<file path="config.mk">
export PLATFORM = sky130hd
export DESIGN_NAME = via_top
export DESIGN_NICKNAME = d
export VERILOG_FILES = /design/src/rtl/via_pkg.sv /design/src/rtl/via_arb.sv /design/src/rtl/via_fetch_guard.sv /design/src/rtl/via_top.sv
export SDC_FILE = /design/constraint.sdc
export NUM_CORES = 1
export LEC_CHECK = 0
export BUFFER_PORTS_ARGS = -buffer_cell sky130_fd_sc_hd__buf_2
export CORE_ASPECT_RATIO = 0.6
export CORE_MARGIN = 2
export CORE_UTILIZATION = 45
export DETAILED_ROUTE_END_ITERATION = 10
export PLACE_DENSITY = 0.68
export SYNTH_ARGS = -nofsm -noshare
export SYNTH_HDL_FRONTEND = slang
export SYNTH_HIERARCHICAL = 1
export SYNTH_SLANG_ARGS = --single-unit
</file>
<file path="constraint.sdc">
create_clock -name clk_in -period 15.7 [get_ports clk_in]
set_clock_uncertainty 0.1 [all_clocks]
set_input_delay 3.14 -clock clk_in [delete_from_list [all_inputs] [get_ports clk_in]]
set_output_delay 3.14 -clock clk_in [all_outputs]
set_load 0.01 [all_outputs]
</file>
<file path="src/rtl/via_pkg.sv">
// via_pkg: constants shared by the vectored interrupt arbiter files.
// assumes a byte-wide program memory with 15-bit addresses.
package via_pkg;
  localparam int          PC_W         = 15;
  localparam int          NSRC         = 14;
  localparam int          NSLOT        = 16;
  localparam logic [7:0]  VEC_BASE     = 8'he0;
  localparam logic [7:0]  BLOCK_TOP    = 8'hff;
  localparam logic [7:0]  TRAP_OPCODE  = 8'h00;
  localparam logic [14:0] PC_ACK       = 15'h00ff;
  localparam logic [14:0] PC_OVERPOP   = 15'h7fff;
  localparam logic [7:0]  SP_LIMIT     = 8'h6f;
  localparam int          ACK_CYCLES   = 7;
  localparam logic [2:0]  ACK_LAST     = 3'(ACK_CYCLES - 1);
  localparam int          PROG_BYTES   = 32768;
  // register map
  localparam logic [7:0]  REG_CTRL     = 8'h00;
  localparam logic [7:0]  REG_ENABLE   = 8'h04;
  localparam logic [7:0]  REG_ACTIVE   = 8'h08;
  localparam logic [7:0]  REG_VECTOR   = 8'h0c;
  localparam int          CTRL_GIE_BIT = 0;
  localparam int          ACT_BUSY_BIT = 16;
  localparam int          VEC_PC_LSB   = 16;
  localparam logic        GIE_RST      = 1'b0;
  localparam logic [13:0] ENABLE_RST   = 14'h0000;
  localparam logic [1:0]  RESP_OKAY    = 2'h0;
  localparam logic [1:0]  RESP_DECERR  = 2'h3;
  typedef enum logic [2:0] {
    VIA_IDLE, VIA_ACK, VIA_VIS_HI, VIA_VIS_LO, VIA_VIS_LD
  } via_state_e;
endpackage

</file>
<file path="src/rtl/via_arb.sv">
// via_arb: fixed-rank pick among the trap, fourteen maskable slots
// and the default slot; assumes pending and enable come from this clock.
`timescale 1ns/1ns
`default_nettype none
module via_arb (
  input  wire logic                    trap_pending_in,
  input  wire logic [via_pkg::NSRC-1:0] enable_in,
  input  wire logic [via_pkg::NSRC-1:0] pend_in,
  output logic      [7:0]              vec_byte_out
);
  logic [via_pkg::NSLOT-1:0] act;
  logic [3:0]                idx;

  assign act[0] = 1'b1;
  assign act[via_pkg::NSLOT-1] = trap_pending_in;
  genvar g;
  generate
    for (g = 0; g < via_pkg::NSRC; g++) begin : g_act
      assign act[g+1] = enable_in[g] & pend_in[g];
    end
  endgenerate

  // later slots rank higher, so the last hit wins
  always_comb begin
    idx = 4'h0;
    for (int i = 0; i < via_pkg::NSLOT; i++) begin
      if (act[i]) begin
        idx = 4'(i);
      end
    end
  end

  assign vec_byte_out = via_pkg::VEC_BASE | {3'h0, idx, 1'b0};
endmodule
`default_nettype wire

</file>
<file path="src/rtl/via_fetch_guard.sv">
// via_fetch_guard: screens instruction bytes on their way to the
// instruction register; assumes raw data is valid with its address.
`timescale 1ns/1ns
`default_nettype none
module via_fetch_guard #(
  parameter int PROG_BYTES = via_pkg::PROG_BYTES
) (
  input  wire logic [via_pkg::PC_W-1:0] addr_in,
  input  wire logic [7:0]               raw_in,
  output logic      [7:0]               data_out,
  output logic                          is_trap_out
);
  logic beyond;
  logic overpop;

  assign beyond  = 32'(addr_in) >= PROG_BYTES;
  // the over-pop landing address never yields code
  assign overpop = addr_in == via_pkg::PC_OVERPOP;
  assign data_out = (beyond | overpop) ? via_pkg::TRAP_OPCODE
                                       : raw_in;
  assign is_trap_out = data_out == via_pkg::TRAP_OPCODE;
endmodule
`default_nettype wire

</file>
<file path="src/rtl/via_top.sv">
// via_top: interrupt acknowledge, software trap flag and vector-select
// sequencing, with an AXI4-Lite register slave.
// assumes core strobes, pending bits and memory data share clk_in, and
// program memory answers a read one cycle after pm_rd_out.
`timescale 1ns/1ns
`default_nettype none
module via_top #(
  parameter int PROG_BYTES = via_pkg::PROG_BYTES
) (
  input  wire logic                     clk_in,
  input  wire logic                     nrst_in,
  input  wire logic [7:0]               s_axi_awaddr_in,
  input  wire logic                     s_axi_awvalid_in,
  output logic                          s_axi_awready_out,
  input  wire logic [31:0]              s_axi_wdata_in,
  input  wire logic [3:0]               s_axi_wstrb_in,
  input  wire logic                     s_axi_wvalid_in,
  output logic                          s_axi_wready_out,
  output logic      [1:0]               s_axi_bresp_out,
  output logic                          s_axi_bvalid_out,
  input  wire logic                     s_axi_bready_in,
  input  wire logic [7:0]               s_axi_araddr_in,
  input  wire logic                     s_axi_arvalid_in,
  output logic                          s_axi_arready_out,
  output logic      [31:0]              s_axi_rdata_out,
  output logic      [1:0]               s_axi_rresp_out,
  output logic                          s_axi_rvalid_out,
  input  wire logic                     s_axi_rready_in,
  input  wire logic                     instr_start_in,
  input  wire logic [via_pkg::PC_W-1:0] next_pc_in,
  input  wire logic                     vector_select_instr_in,
  input  wire logic [via_pkg::PC_W-1:0] vis_pc_in,
  input  wire logic                     clear_trap_pending_instr_in,
  input  wire logic                     irq_return_instr_in,
  input  wire logic                     fetch_valid_in,
  input  wire logic [via_pkg::PC_W-1:0] fetch_addr_in,
  input  wire logic [7:0]               fetch_raw_in,
  input  wire logic                     stack_pop_in,
  input  wire logic [7:0]               sp_in,
  input  wire logic [via_pkg::NSRC-1:0] pend_in,
  input  wire logic [7:0]               pm_data_in,
  output logic      [7:0]               fetch_data_out,
  output logic                          ir_load_out,
  output logic                          pm_rd_out,
  output logic      [via_pkg::PC_W-1:0] pm_addr_out,
  output logic                          pc_load_out,
  output logic      [via_pkg::PC_W-1:0] pc_val_out,
  output logic                          push_out,
  output logic      [via_pkg::PC_W-1:0] push_addr_out,
  output logic                          busy_out,
  output logic                          global_irq_enable_out
);
  logic rst_q1;
  logic rst_q2;
  always_ff @(posedge clk_in or negedge nrst_in) begin
    if (!nrst_in) begin
      rst_q1 <= 1'b0;
      rst_q2 <= 1'b0;
    end else begin
      rst_q1 <= 1'b1;
      rst_q2 <= rst_q1;
    end
  end

  via_pkg::via_state_e     state_q;
  logic                    trap_q;
  logic                    gie_q;
  logic [via_pkg::NSRC-1:0] enable_q;
  logic [2:0]              cnt_q;
  logic [7:0]              vis_byte_q;
  logic [6:0]              vec_hi_q;
  logic [via_pkg::PC_W-1:0] last_vec_q;

  // ---------------- arbitration and fetch screening ----------------
  logic [7:0] arb_byte;
  logic [7:0] guard_data;
  logic       guard_trap;

  via_arb u_arb (
    .trap_pending_in (trap_q),
    .enable_in       (enable_q),
    .pend_in         (pend_in),
    .vec_byte_out    (arb_byte)
  );

  via_fetch_guard #(.PROG_BYTES(PROG_BYTES)) u_guard (
    .addr_in     (fetch_addr_in),
    .raw_in      (fetch_raw_in),
    .data_out    (guard_data),
    .is_trap_out (guard_trap)
  );

  logic       idle;
  logic       trap_hit;
  logic       mask_hit;
  logic       any_active;
  logic       vis_go;
  logic [6:0] tbl_hi;
  logic       overpop;

  assign idle       = state_q == via_pkg::VIA_IDLE;
  assign trap_hit   = fetch_valid_in & guard_trap;
  assign any_active = |(enable_q & pend_in);
  // a set trap flag locks out every maskable request
  assign mask_hit   = idle & instr_start_in & gie_q & any_active
                      & ~trap_q & ~trap_hit;
  assign vis_go     = idle & vector_select_instr_in & ~trap_hit;
  // a select at the top byte of a block reads the next block's table
  assign tbl_hi     = (vis_pc_in[7:0] == via_pkg::BLOCK_TOP)
                      ? vis_pc_in[14:8] + 7'h01
                      : vis_pc_in[14:8];
  assign overpop    = stack_pop_in & (sp_in > via_pkg::SP_LIMIT);

  // ---------------- trap flag ----------------
  // not mapped into any register: only the opcode and the clear
  // instruction reach it; a trap in the clear cycle still sets it
  always_ff @(posedge clk_in or negedge rst_q2) begin
    if (!rst_q2) begin
      trap_q <= 1'b0;
    end else if (trap_hit) begin
      trap_q <= 1'b1;
    end else if (clear_trap_pending_instr_in) begin
      trap_q <= 1'b0;
    end
  end

  // ---------------- register bus ----------------
  logic        aw_q;
  logic        w_q;
  logic [7:0]  awaddr_q;
  logic [31:0] wdata_q;
  logic [3:0]  wstrb_q;
  logic        do_wr;
  logic        wr_ctrl;
  logic        wr_en;
  logic        wr_hit;
  logic        rd_hit;
  logic [31:0] rd_word;

  assign do_wr   = aw_q & w_q & ~s_axi_bvalid_out;
  assign wr_ctrl = do_wr & (awaddr_q == via_pkg::REG_CTRL) & wstrb_q[0];
  assign wr_en   = do_wr & (awaddr_q == via_pkg::REG_ENABLE);
  assign wr_hit  = (awaddr_q == via_pkg::REG_CTRL)
                 | (awaddr_q == via_pkg::REG_ENABLE);
  assign rd_hit  = (s_axi_araddr_in == via_pkg::REG_CTRL)
                 | (s_axi_araddr_in == via_pkg::REG_ENABLE)
                 | (s_axi_araddr_in == via_pkg::REG_ACTIVE)
                 | (s_axi_araddr_in == via_pkg::REG_VECTOR);
  assign rd_word =
    (s_axi_araddr_in == via_pkg::REG_CTRL)   ? {31'h0, gie_q} :
    (s_axi_araddr_in == via_pkg::REG_ENABLE) ? {18'h0, enable_q} :
    (s_axi_araddr_in == via_pkg::REG_ACTIVE)
      ? {15'h0, ~idle, 2'h0, enable_q & pend_in} :
    (s_axi_araddr_in == via_pkg::REG_VECTOR)
      ? {1'b0, last_vec_q, 8'h0, vis_byte_q} : 32'h0;

  always_ff @(posedge clk_in or negedge rst_q2) begin
    if (!rst_q2) begin
      aw_q     <= 1'b0;
      w_q      <= 1'b0;
      awaddr_q <= 8'h00;
      wdata_q  <= 32'h0;
      wstrb_q  <= 4'h0;
    end else begin
      if (s_axi_awvalid_in & s_axi_awready_out) begin
        aw_q     <= 1'b1;
        awaddr_q <= s_axi_awaddr_in;
      end else if (do_wr) begin
        aw_q <= 1'b0;
      end
      if (s_axi_wvalid_in & s_axi_wready_out) begin
        w_q     <= 1'b1;
        wdata_q <= s_axi_wdata_in;
        wstrb_q <= s_axi_wstrb_in;
      end else if (do_wr) begin
        w_q <= 1'b0;
      end
    end
  end

  always_ff @(posedge clk_in or negedge rst_q2) begin
    if (!rst_q2) begin
      s_axi_awready_out <= 1'b0;
      s_axi_wready_out  <= 1'b0;
      s_axi_bvalid_out  <= 1'b0;
      s_axi_bresp_out   <= via_pkg::RESP_OKAY;
      s_axi_arready_out <= 1'b0;
      s_axi_rvalid_out  <= 1'b0;
      s_axi_rresp_out   <= via_pkg::RESP_OKAY;
      s_axi_rdata_out   <= 32'h0;
    end else begin
      // one write in flight: ready drops once a half is taken
      s_axi_awready_out <= ~aw_q & ~(s_axi_awvalid_in & s_axi_awready_out)
                           & ~s_axi_bvalid_out;
      s_axi_wready_out  <= ~w_q & ~(s_axi_wvalid_in & s_axi_wready_out)
                           & ~s_axi_bvalid_out;
      if (do_wr) begin
        s_axi_bvalid_out <= 1'b1;
        s_axi_bresp_out  <= wr_hit ? via_pkg::RESP_OKAY
                                   : via_pkg::RESP_DECERR;
      end else if (s_axi_bready_in) begin
        s_axi_bvalid_out <= 1'b0;
      end
      s_axi_arready_out <= ~s_axi_arready_out & ~s_axi_rvalid_out
                           & s_axi_arvalid_in;
      if (s_axi_arvalid_in & s_axi_arready_out) begin
        s_axi_rvalid_out <= 1'b1;
        s_axi_rdata_out  <= rd_hit ? rd_word : 32'h0;
        s_axi_rresp_out  <= rd_hit ? via_pkg::RESP_OKAY
                                   : via_pkg::RESP_DECERR;
      end else if (s_axi_rready_in) begin
        s_axi_rvalid_out <= 1'b0;
      end
    end
  end

  // ---------------- enables ----------------
  always_ff @(posedge clk_in or negedge rst_q2) begin
    if (!rst_q2) begin
      enable_q <= via_pkg::ENABLE_RST;
    end else if (wr_en) begin
      enable_q[7:0]  <= wstrb_q[0] ? wdata_q[7:0] : enable_q[7:0];
      enable_q[13:8] <= wstrb_q[1] ? wdata_q[13:8] : enable_q[13:8];
    end
  end

  // acknowledge is checked first, so its clear of the global enable beats a return
  always_ff @(posedge clk_in or negedge rst_q2) begin
    if (!rst_q2) begin
      gie_q <= via_pkg::GIE_RST;
    end else if (mask_hit) begin
      gie_q <= 1'b0;
    end else if (irq_return_instr_in) begin
      gie_q <= 1'b1;
    end else if (wr_ctrl) begin
      gie_q <= wdata_q[via_pkg::CTRL_GIE_BIT];
    end
  end

  // ---------------- acknowledge and vector-select sequencer ----------
  always_ff @(posedge clk_in or negedge rst_q2) begin
    if (!rst_q2) begin
      state_q       <= via_pkg::VIA_IDLE;
      cnt_q         <= 3'h0;
      vis_byte_q    <= via_pkg::VEC_BASE;
      vec_hi_q      <= 7'h00;
      last_vec_q    <= 15'h0;
      pm_rd_out     <= 1'b0;
      pm_addr_out   <= 15'h0;
      pc_load_out   <= 1'b0;
      pc_val_out    <= 15'h0;
      push_out      <= 1'b0;
      push_addr_out <= 15'h0;
    end else begin
      pc_load_out <= 1'b0;
      push_out    <= 1'b0;
      case (state_q)
        via_pkg::VIA_IDLE: begin
          pm_rd_out <= 1'b0;
          if (trap_hit) begin
            // trap is taken at once, leaving the global enable alone
            push_out      <= 1'b1;
            push_addr_out <= fetch_addr_in;
            cnt_q         <= 3'h1;
            state_q       <= via_pkg::VIA_ACK;
          end else if (mask_hit) begin
            push_out      <= 1'b1;
            push_addr_out <= next_pc_in;
            cnt_q         <= 3'h1;
            state_q       <= via_pkg::VIA_ACK;
          end else if (vis_go) begin
            // choice frozen here; later request changes are ignored
            vis_byte_q  <= arb_byte;
            pc_load_out <= 1'b1;
            pc_val_out  <= {tbl_hi, arb_byte};
            pm_rd_out   <= 1'b1;
            pm_addr_out <= {tbl_hi, arb_byte};
            state_q     <= via_pkg::VIA_VIS_HI;
          end else if (overpop) begin
            pc_load_out <= 1'b1;
            pc_val_out  <= via_pkg::PC_OVERPOP;
          end
        end
        via_pkg::VIA_ACK: begin
          cnt_q <= cnt_q + 3'h1;
          if (cnt_q == via_pkg::ACK_LAST) begin
            pc_load_out <= 1'b1;
            pc_val_out  <= via_pkg::PC_ACK;
            state_q     <= via_pkg::VIA_IDLE;
          end
        end
        via_pkg::VIA_VIS_HI: begin
          pm_addr_out <= pm_addr_out + 15'h1;
          state_q     <= via_pkg::VIA_VIS_LO;
        end
        via_pkg::VIA_VIS_LO: begin
          vec_hi_q  <= pm_data_in[6:0];
          pm_rd_out <= 1'b0;
          state_q   <= via_pkg::VIA_VIS_LD;
        end
        via_pkg::VIA_VIS_LD: begin
          pc_load_out <= 1'b1;
          pc_val_out  <= {vec_hi_q, pm_data_in};
          last_vec_q  <= {vec_hi_q, pm_data_in};
          state_q     <= via_pkg::VIA_IDLE;
        end
        default: begin
          state_q <= via_pkg::VIA_IDLE;
        end
      endcase
    end
  end

  // ---------------- instruction register feed ----------------
  always_ff @(posedge clk_in or negedge rst_q2) begin
    if (!rst_q2) begin
      fetch_data_out        <= via_pkg::TRAP_OPCODE;
      ir_load_out           <= 1'b0;
      busy_out              <= 1'b0;
      global_irq_enable_out <= via_pkg::GIE_RST;
    end else begin
      fetch_data_out        <= fetch_valid_in ? guard_data
                                              : fetch_data_out;
      ir_load_out           <= fetch_valid_in;
      busy_out              <= ~idle | trap_hit | mask_hit | vis_go;
      global_irq_enable_out <= gie_q;
    end
  end
endmodule
`default_nettype wire

</file>
==> results of run 1 <==
power by group through the flow:
stage               clock, uW  sequential, uW  combinational [uW]
floorplan                   0             717                 309
global placement            0             710                 467
detailed placement          0             712                 479
CTS                       446             705                 482
global route              467             727                 535
finish                    438             707                 480
routing by layer:
metal | GRT usage, % | vias to the layer above | wire [um]
met1 | 37.4 | 3228 | 10600
li1 | - | 3066 | -
met3 | 4.29 | 21 | 1580
met2 | 31.6 | 262 | 8570
met5 | 0 | - | 0
met4 | 5.83 | 0 | 242
final cells by class:
type / count / area share [%]
clock inverter: 13 / 1.85
clock buffer: 18 / 4.41
inverter: 12 / 0.462
sequential: 175 / 45.0
timing repair buffer: 224 / 11.6
multi-input combinational: 529 / 33.6
tap: 234 / 3.01
sequential cells by signal (all words and copies together), names as in the netlist, 3 cells and up:
| signal | flops |
|---|---|
| state_q | 3 |
| vis_byte_q | 8 |
| wdata_q | 14 |
| last_vec_q | 15 |
| enable_q | 14 |
| awaddr_q | 8 |
| pm_addr_out | 15 |
| cnt_q | 3 |
| vec_hi_q | 7 |
| s_axi_rdata_out | 29 |
| pc_val_out | 15 |
| fetch_data_out | 8 |
| push_addr_out | 15 |
worst max-delay path, cell delays in order:
cell	delay, ps
buf_2	90
nand4_1	210
nor4_4	610
a21o_1	140
nand2_1	50
buf_4	250
a21oi_2	990
nor2_1	90
a21oi_1	160
worst min-delay path by stage:
| stage | slack (ps) | depth (start not counted) | end |
|---|---|---|---|
| floorplan | 230 | 0 | rst_q2$_DFF_PN0_ |
| finish | 200 | 0 | push_addr_out[4]$_DFFE_PN0P_ |
| CTS | 230 | 0 | push_addr_out[4]$_DFFE_PN0P_ |
| global route | 260 | 0 | push_addr_out[1]$_DFFE_PN0P_ |
| global placement | 220 | 0 | push_addr_out[1]$_DFFE_PN0P_ |
| detailed placement | 230 | 0 | pm_addr_out[14]$_DFFE_PN0P_ |
cells in the final DEF (no fill, tap or decap), types with 4 or more instances in the layout:
cell type	synthesis	final
inv_1	12	12
clkbuf_16	0	17
conb_1	4	8
or2_2	4	4
nand2_1	137	137
nor2b_1	11	11
a21oi_1	48	47
a22o_1	17	17
a21o_1	11	11
buf_2	17	220
a22oi_1	19	19
nor4_1	8	8
nor3_1	10	10
ha_1	4	4
inv_6	0	5
nand4_1	9	9
o21ai_0	26	26
mux2i_1	16	16
nand3_1	18	18
o22ai_1	11	11
mux2_2	56	56
and3_1	9	9
o211ai_1	5	5
nor2_1	52	52
o21a_1	5	5
buf_4	10	4
dfrtp_1	172	171
a211oi_1	7	7
stage by stage:
step | utilization, % | cell area (um2) | setup slack, ps | power [uW]
final | 56.9 | 9740 | 10180 | 1630
after global routing | 56.9 | 9740 | 9820 | 1730
after CTS | 56.9 | 9740 | 10190 | 1630
after detailed placement | 53.3 | 9130 | 9760 | 1190
after global placement | 53.3 | 9130 | 9780 | 1180
after floorplan | - | 7900 | 10370 | 1030
logic make-up after synthesis:
logic type | after synthesis | synth area share (%)
AO/OA/AOI/OAI | 169 | 14.3
XOR/XNOR | 6 | 0.666
adder cells (fa/ha/maj) | 4 | 0.635
buffers and inverters | 50 | 3.13
flip-flops | 175 | 55.6
multiplexers | 72 | 10.0
other | 4 | 0.190
AND/OR/NAND/NOR | 270 | 15.5
==> results.sh, run 1 <==
export IMPL_seq_power_share_pct=43.5
export IMPL_grt_ovfl_total=0
export IMPL_place_congestion=0.870
export IMPL_place_hpwl_um=15800
export IMPL_drt_iter0_drc=485
export IMPL_fin_crit_ps=5520
export IMPL_cts_resized_gates=0
export IMPL_power_switching_uw=566
export IMPL_routed_wl_um=21000
export IMPL_startpoint="fetch_addr_in[8]"
export IMPL_r2r_cells=6
export IMPL_p_clk_share_pct=27.0
export IMPL_rr_endpoint="pc_val_out[13]$_DFFE_PN0P_"
export IMPL_antenna_left=0
export IMPL_ys_flop_type="dfrtp_1"
export IMPL_die_w_um=175
export IMPL_die_area_um2=18600
export IMPL_hold_path_class="flip-flop to async pin"
export IMPL_ff_latch_area_um2=4390
export IMPL_drv_slew=0
export IMPL_cts_hold_buf=0
export IMPL_yosysTopAreaCellShare_pct=54.6
export IMPL_tightest_slew_ps=1220
export IMPL_path_clk_slew_ps=70
export IMPL_start_util_pct=46.0
export IMPL_ys_ff_latch=175
export IMPL_synth_avg_cell_area_um2=10.5
export IMPL_crit_path_end="push_addr_out[10]$_DFFE_PN0P_"
export IMPL_yosysMostFrequentCell="dfrtp_1"
export IMPL_finalSetupTns_ps=0
export IMPL_coreArea_um2=17100
export IMPL_drc_errors=0
export IMPL_area_delta_synth_final_pct=23.5
export IMPL_clkSinkCount=175
export IMPL_synth_edff_count=0
export IMPL_die_y_um=107
export IMPL_p_leak_uw=0.00484
export IMPL_cp_end_kind="flip-flop"
export IMPL_relSlewSlack_pct=18.7
export IMPL_r2r_start="state_q[1]$_DFFE_PN0P_"
export IMPL_yosysTopAreaCell="dfrtp_1"
export IMPL_multi_input_area_um2=3280
export IMPL_cp_data_required_time_ps=15940
export IMPL_fill_cells=1574
export IMPL_syn_instance_count=750
export IMPL_fmax_mhz=181
export IMPL_hold_ws_ps=204
export IMPL_cts_made_buffers=17
export IMPL_worstPathArrival_ps=5760
export IMPL_ys_top_cells_by_count="dfrtp_1, nand2_1, mux2_2"
export IMPL_startpoint_type="input pin"
export IMPL_rows=37
export IMPL_first_global_vias=6204
export IMPL_p_per_area_nw_per_um2=167
export IMPL_cts_buffer_depth=2
export IMPL_period_share_pct=35.2
export IMPL_vdd_ir_drop_max_mv=0.0704
export IMPL_rsz0062_at_grt="no"
export IMPL_grt_max_degree=76
export IMPL_antenna_found_initial=0
export IMPL_cts_setup_buffers=0
export IMPL_io_pin_count=248
export IMPL_fin_nets=1111
export IMPL_stdcell_count=1205
export IMPL_synth_warnings=6
export IMPL_numPortBuffers=220
export IMPL_sw_frac_of_total_pct=34.8
export IMPL_clk_latency_ps=420
export IMPL_worstSetupPathType="input pin to flip-flop"
export IMPL_final_hold_viol_count=0
export IMPL_vias=6577
export IMPL_diodes=0
export IMPL_pwr_share_comb_pct=29.5
export IMPL_drt_first_pass_iters=5
export IMPL_place_inst=1174
export IMPL_status="finished clean"
export IMPL_synth_async_reset_ratio_pct=100
export IMPL_htree_num_levels=4
export IMPL_yosys_top_cells_area="dfrtp_1, mux2_2, nand2_1, a21oi_1, nor2_1"
export IMPL_cp_max_fo=31
export IMPL_max_cap_violations=0
export IMPL_layout_drive_gt1_share_pct=33.4
export IMPL_r2r_setup_slack_ps=12690
export IMPL_cts_tree="built"
export IMPL_grt_first_pass_wirelength_um=33600
export IMPL_setup_viol=0
export IMPL_grt_use_total_pct=23.2
export IMPL_p_int_uw=1060
export IMPL_ys_seq_area_share_pct=55.6
export IMPL_wl_per_cell_um=17.5
export IMPL_clockRootBuffer="clkbuf_16"
export IMPL_syn_area_um2=7890
export IMPL_synth_distinct_cells=53
export IMPL_drt_vias_per_instance=5.46
Power figures use the tool's default switching activity.
==> run 2, diff against run 1 <==
--- a/config.mk
+++ b/config.mk
@@ -5,12 +5,13 @@
 export SDC_FILE = /design/constraint.sdc
 export NUM_CORES = 1
 export LEC_CHECK = 0
+export ABC_AREA = 1
 export BUFFER_PORTS_ARGS = -buffer_cell sky130_fd_sc_hd__buf_2
 export CORE_ASPECT_RATIO = 0.6
 export CORE_MARGIN = 2
 export CORE_UTILIZATION = 45
 export DETAILED_ROUTE_END_ITERATION = 10
-export PLACE_DENSITY = 0.68
+export PLACE_DENSITY = 0.69
 export SYNTH_ARGS = -nofsm -noshare
 export SYNTH_HDL_FRONTEND = slang
 export SYNTH_HIERARCHICAL = 1
==> constraint.sdc (replaced) <==
create_clock -name clk_in -period 4.8 [get_ports clk_in]
set_clock_uncertainty 0.1 [all_clocks]
set_input_delay 0.96 -clock clk_in [delete_from_list [all_inputs] [get_ports clk_in]]
set_output_delay 0.96 -clock clk_in [all_outputs]
set_load 0.01 [all_outputs]
==> results.sh, run 2 <==
export IMPL_power_switching_uw=2150
export IMPL_sw_frac_of_total_pct=38.1
export IMPL_p_clk_share_pct=26.6
export IMPL_rows=39
export IMPL_numPortBuffers=220
export IMPL_power_uw=5630
export IMPL_cts_setup_buffers=0
export IMPL_antenna_left=0
export IMPL_p_int_uw=3480
export IMPL_coreArea_um2=19000
export IMPL_yosys_top_cells_area="dfrtp_1, nand2_1, inv_1, o21ai_0, o21ai_1"
export IMPL_max_cap_violations=0
export IMPL_seq_power_share_pct=39.5
export IMPL_period_share_pct=60.8
export IMPL_p_leak_uw=0.00577
export IMPL_io_pin_count=248
export IMPL_ys_top_cells_by_count="nand2_1, dfrtp_1, inv_1"
export IMPL_die_y_um=112
export IMPL_drt_iter0_drc=679
export IMPL_start_util_pct=45.7
export IMPL_fin_crit_ps=2920
export IMPL_vdd_ir_drop_max_mv=0.254
export IMPL_cp_end_kind="flip-flop"
export IMPL_final_hold_viol_count=0
export IMPL_cts_resized_gates=0
export IMPL_fill_cells=1830
export IMPL_ys_ff_latch=175
export IMPL_relSlewSlack_pct=30.2
export IMPL_synth_warnings=6
export IMPL_critPathMaxStageDelay_ps=300
export IMPL_synth_distinct_cells=41
export IMPL_drc_errors=0
export IMPL_cp_data_required_time_ps=5010
export IMPL_rsz0062_at_grt="no"
export IMPL_syn_instance_count=1075
export IMPL_cts_buffer_depth=2
export IMPL_layout_common_cells="nand2_1, buf_2, dfrtp_1"
export IMPL_cpMaxStageDelayCell="nand2_4"
export IMPL_status="finished clean"
export IMPL_path_clk_slew_ps=70
export IMPL_largest_register="s_axi_rdata_out"
export IMPL_antenna_found_initial=0
export IMPL_wl_per_cell_um=15.2
export IMPL_place_hpwl_um=17600
export IMPL_rr_endpoint="s_axi_rdata_out[1]$_DFFE_PN0P_"
export IMPL_synth_async_reset_ratio_pct=100
export IMPL_ys_seq_area_share_pct=50.5
export IMPL_cts_made_buffers=17
export IMPL_clk_latency_ps=430
export IMPL_drv_slew=0
export IMPL_hold_path_class="input pin to async pin"
export IMPL_r2r_cells=7
export IMPL_startpoint_type="input pin"
export IMPL_place_congestion=0.901
export IMPL_drt_vias_per_instance=5.01
export IMPL_grt_first_pass_wirelength_um=37500
export IMPL_synth_avg_cell_area_um2=8.07
export IMPL_routed_wl_um=23400
export IMPL_cp_cell_sequence="buf_2, nand2_1, inv_1, nand2_1, nor2_1, nand2_2, o21ai_0, nand2_1, nor2_1, nand2_4, nand2_2, nor2_8, nor2_4, nand2_1, nand3_4, nand2_1, o21ai_1"
export IMPL_grt_ovfl_total=0
export IMPL_yosysMostFrequentCell="nand2_1"
export IMPL_cts_tree="built"
export IMPL_pwr_share_comb_pct=33.9
export IMPL_worstSetupPathType="input pin to flip-flop"
export IMPL_cp_max_fo=25
export IMPL_cts_hold_buf=0
export IMPL_p_per_area_nw_per_um2=534
export IMPL_layout_drive_gt1_share_pct=24.7
export IMPL_clkSinkCount=175
export IMPL_fin_nets=1434
export IMPL_yosysTopAreaCellShare_pct=49.6
export IMPL_yosysTopAreaCell="dfrtp_1"
export IMPL_setup_viol=0
export IMPL_tightest_slew_ps=1050
export IMPL_ys_flop_type="dfrtp_1"
export IMPL_drt_first_pass_iters=6
export IMPL_clockRootBuffer="clkbuf_16"
export IMPL_fmax_mhz=343
export IMPL_diodes=0
export IMPL_first_global_vias=7170
export IMPL_r2r_setup_slack_ps=2260
export IMPL_die_w_um=183
export IMPL_synth_edff_count=0
export IMPL_largest_reg_flops=29
export IMPL_final_common_cell="nand2_1"
export IMPL_die_area_um2=20500
export IMPL_finalSetupTns_ps=0
export IMPL_r2r_start="s_axi_arready_out$_DFF_PN0_"
export IMPL_grt_use_total_pct=23.6
export IMPL_grt_max_degree=119
export IMPL_vias=7717
export IMPL_syn_area_um2=8680
export IMPL_htree_num_levels=4
export IMPL_path_common_cell="nand2_1"
export IMPL_area_delta_synth_final_pct=21.5
export IMPL_worstPathArrival_ps=3130
run 2: cell types whose count changed after synthesis, moves of 11 or more:
cell	change
nand2_1	+231
mux2_2	-42
nand3_1	+29
a22oi_1	-19
inv_1	+95
a21o_1	-11
nor2_1	+16
o21ai_0	+39
o22ai_1	-11
a22o_1	-17
o21ai_1	+52
nor2b_1	-11
a21oi_1	-18
nand2_2	+11
run 2: power by group through the flow:
| stage | Sequential (uW) | Combinational [uW] | Clock (uW) |
|---|---|---|---|
| 2_1_floorplan | 2290 | 1270 | 0 |
| 3_3_place_gp | 2230 | 1850 | 0 |
| 3_5_place_dp | 2240 | 1890 | 0 |
| 4_1_cts | 2220 | 1910 | 1520 |
| 5_1_grt | 2280 | 2160 | 1580 |
| 6_report | 2220 | 1910 | 1500 |
run 2: logic make-up after synthesis:
logic type                 share of synthesized area (%)
and+or+nand+nor                                     25.7
AOI/OAI and AO/OA                                   11.1
DFF                                                 50.5
buffers and inverters                               7.68
muxes                                               3.55
xor gates and xnor gates                           0.706
adders and majority gates                          0.577
other                                              0.173
run 2: routing by layer:
layer  part of all wire [%]  track usage (%)  vias up
met5                      0                0        -
met4                   0.82             5.28        0
met3                    6.5             4.94       17
met2                     41             32.2      229
met1                     52             37.9     3645
li1                       -                -     3826
run 2: cell type report:
| class | instances | area, um2 | area share [%] |
|---|---|---|---|
| repair buffers | 223 | 1140 | 10.8 |
| clock inverters | 12 | 170 | 1.61 |
| multi-input cells | 751 | 3640 | 34.6 |
| clock buffers | 20 | 467 | 4.43 |
| flip-flops and latches | 175 | 4390 | 41.6 |
| inverters | 114 | 430 | 4.08 |
| well taps | 246 | 308 | 2.92 |
run 2: per-stage QoR:
| step | utilization [%] | hold WS [ps] | worst slack [ps] | instances | cell area [um2] |
|---|---|---|---|---|---|
| after global placement | 52.2 | 233 | 1520 | 1509 | 9910 |
| after detailed placement | 52.2 | 247 | 1490 | 1509 | 9910 |
| after floorplan | - | 231 | 1810 | 1079 | 8700 |
| final | 55.5 | 200 | 1880 | 1541 | 10500 |
| after CTS | 55.5 | 182 | 1900 | 1541 | 10500 |
| after global routing | 55.5 | 177 | 1670 | 1541 | 10500 |
run 2: how the worst max path moves through the flow:
stage	startpoint	to	slack, ps	depth (start not counted)
after detailed placement	fetch_addr_in[11]	pc_val_out[0]$_DFFE_PN0P_	1490	17
after global placement	fetch_addr_in[11]	pc_val_out[2]$_DFFE_PN0P_	1520	17
after CTS	fetch_addr_in[11]	pc_val_out[5]$_DFFE_PN0P_	1900	17
final	fetch_addr_in[11]	pc_val_out[5]$_DFFE_PN0P_	1880	17
after floorplan	rst_q2$_DFF_PN0_	aw_q$_DFFE_PN0P_	1810	0
after global routing	fetch_addr_in[11]	pc_val_out[5]$_DFFE_PN0P_	1670	17
run 2: critical path, delay by kind of cell:
kind,cells,cell delay (ps)
AOI/OAI and AO/OA,2,180
buffers and inverters,2,150
and+or+nand+nor,13,1820
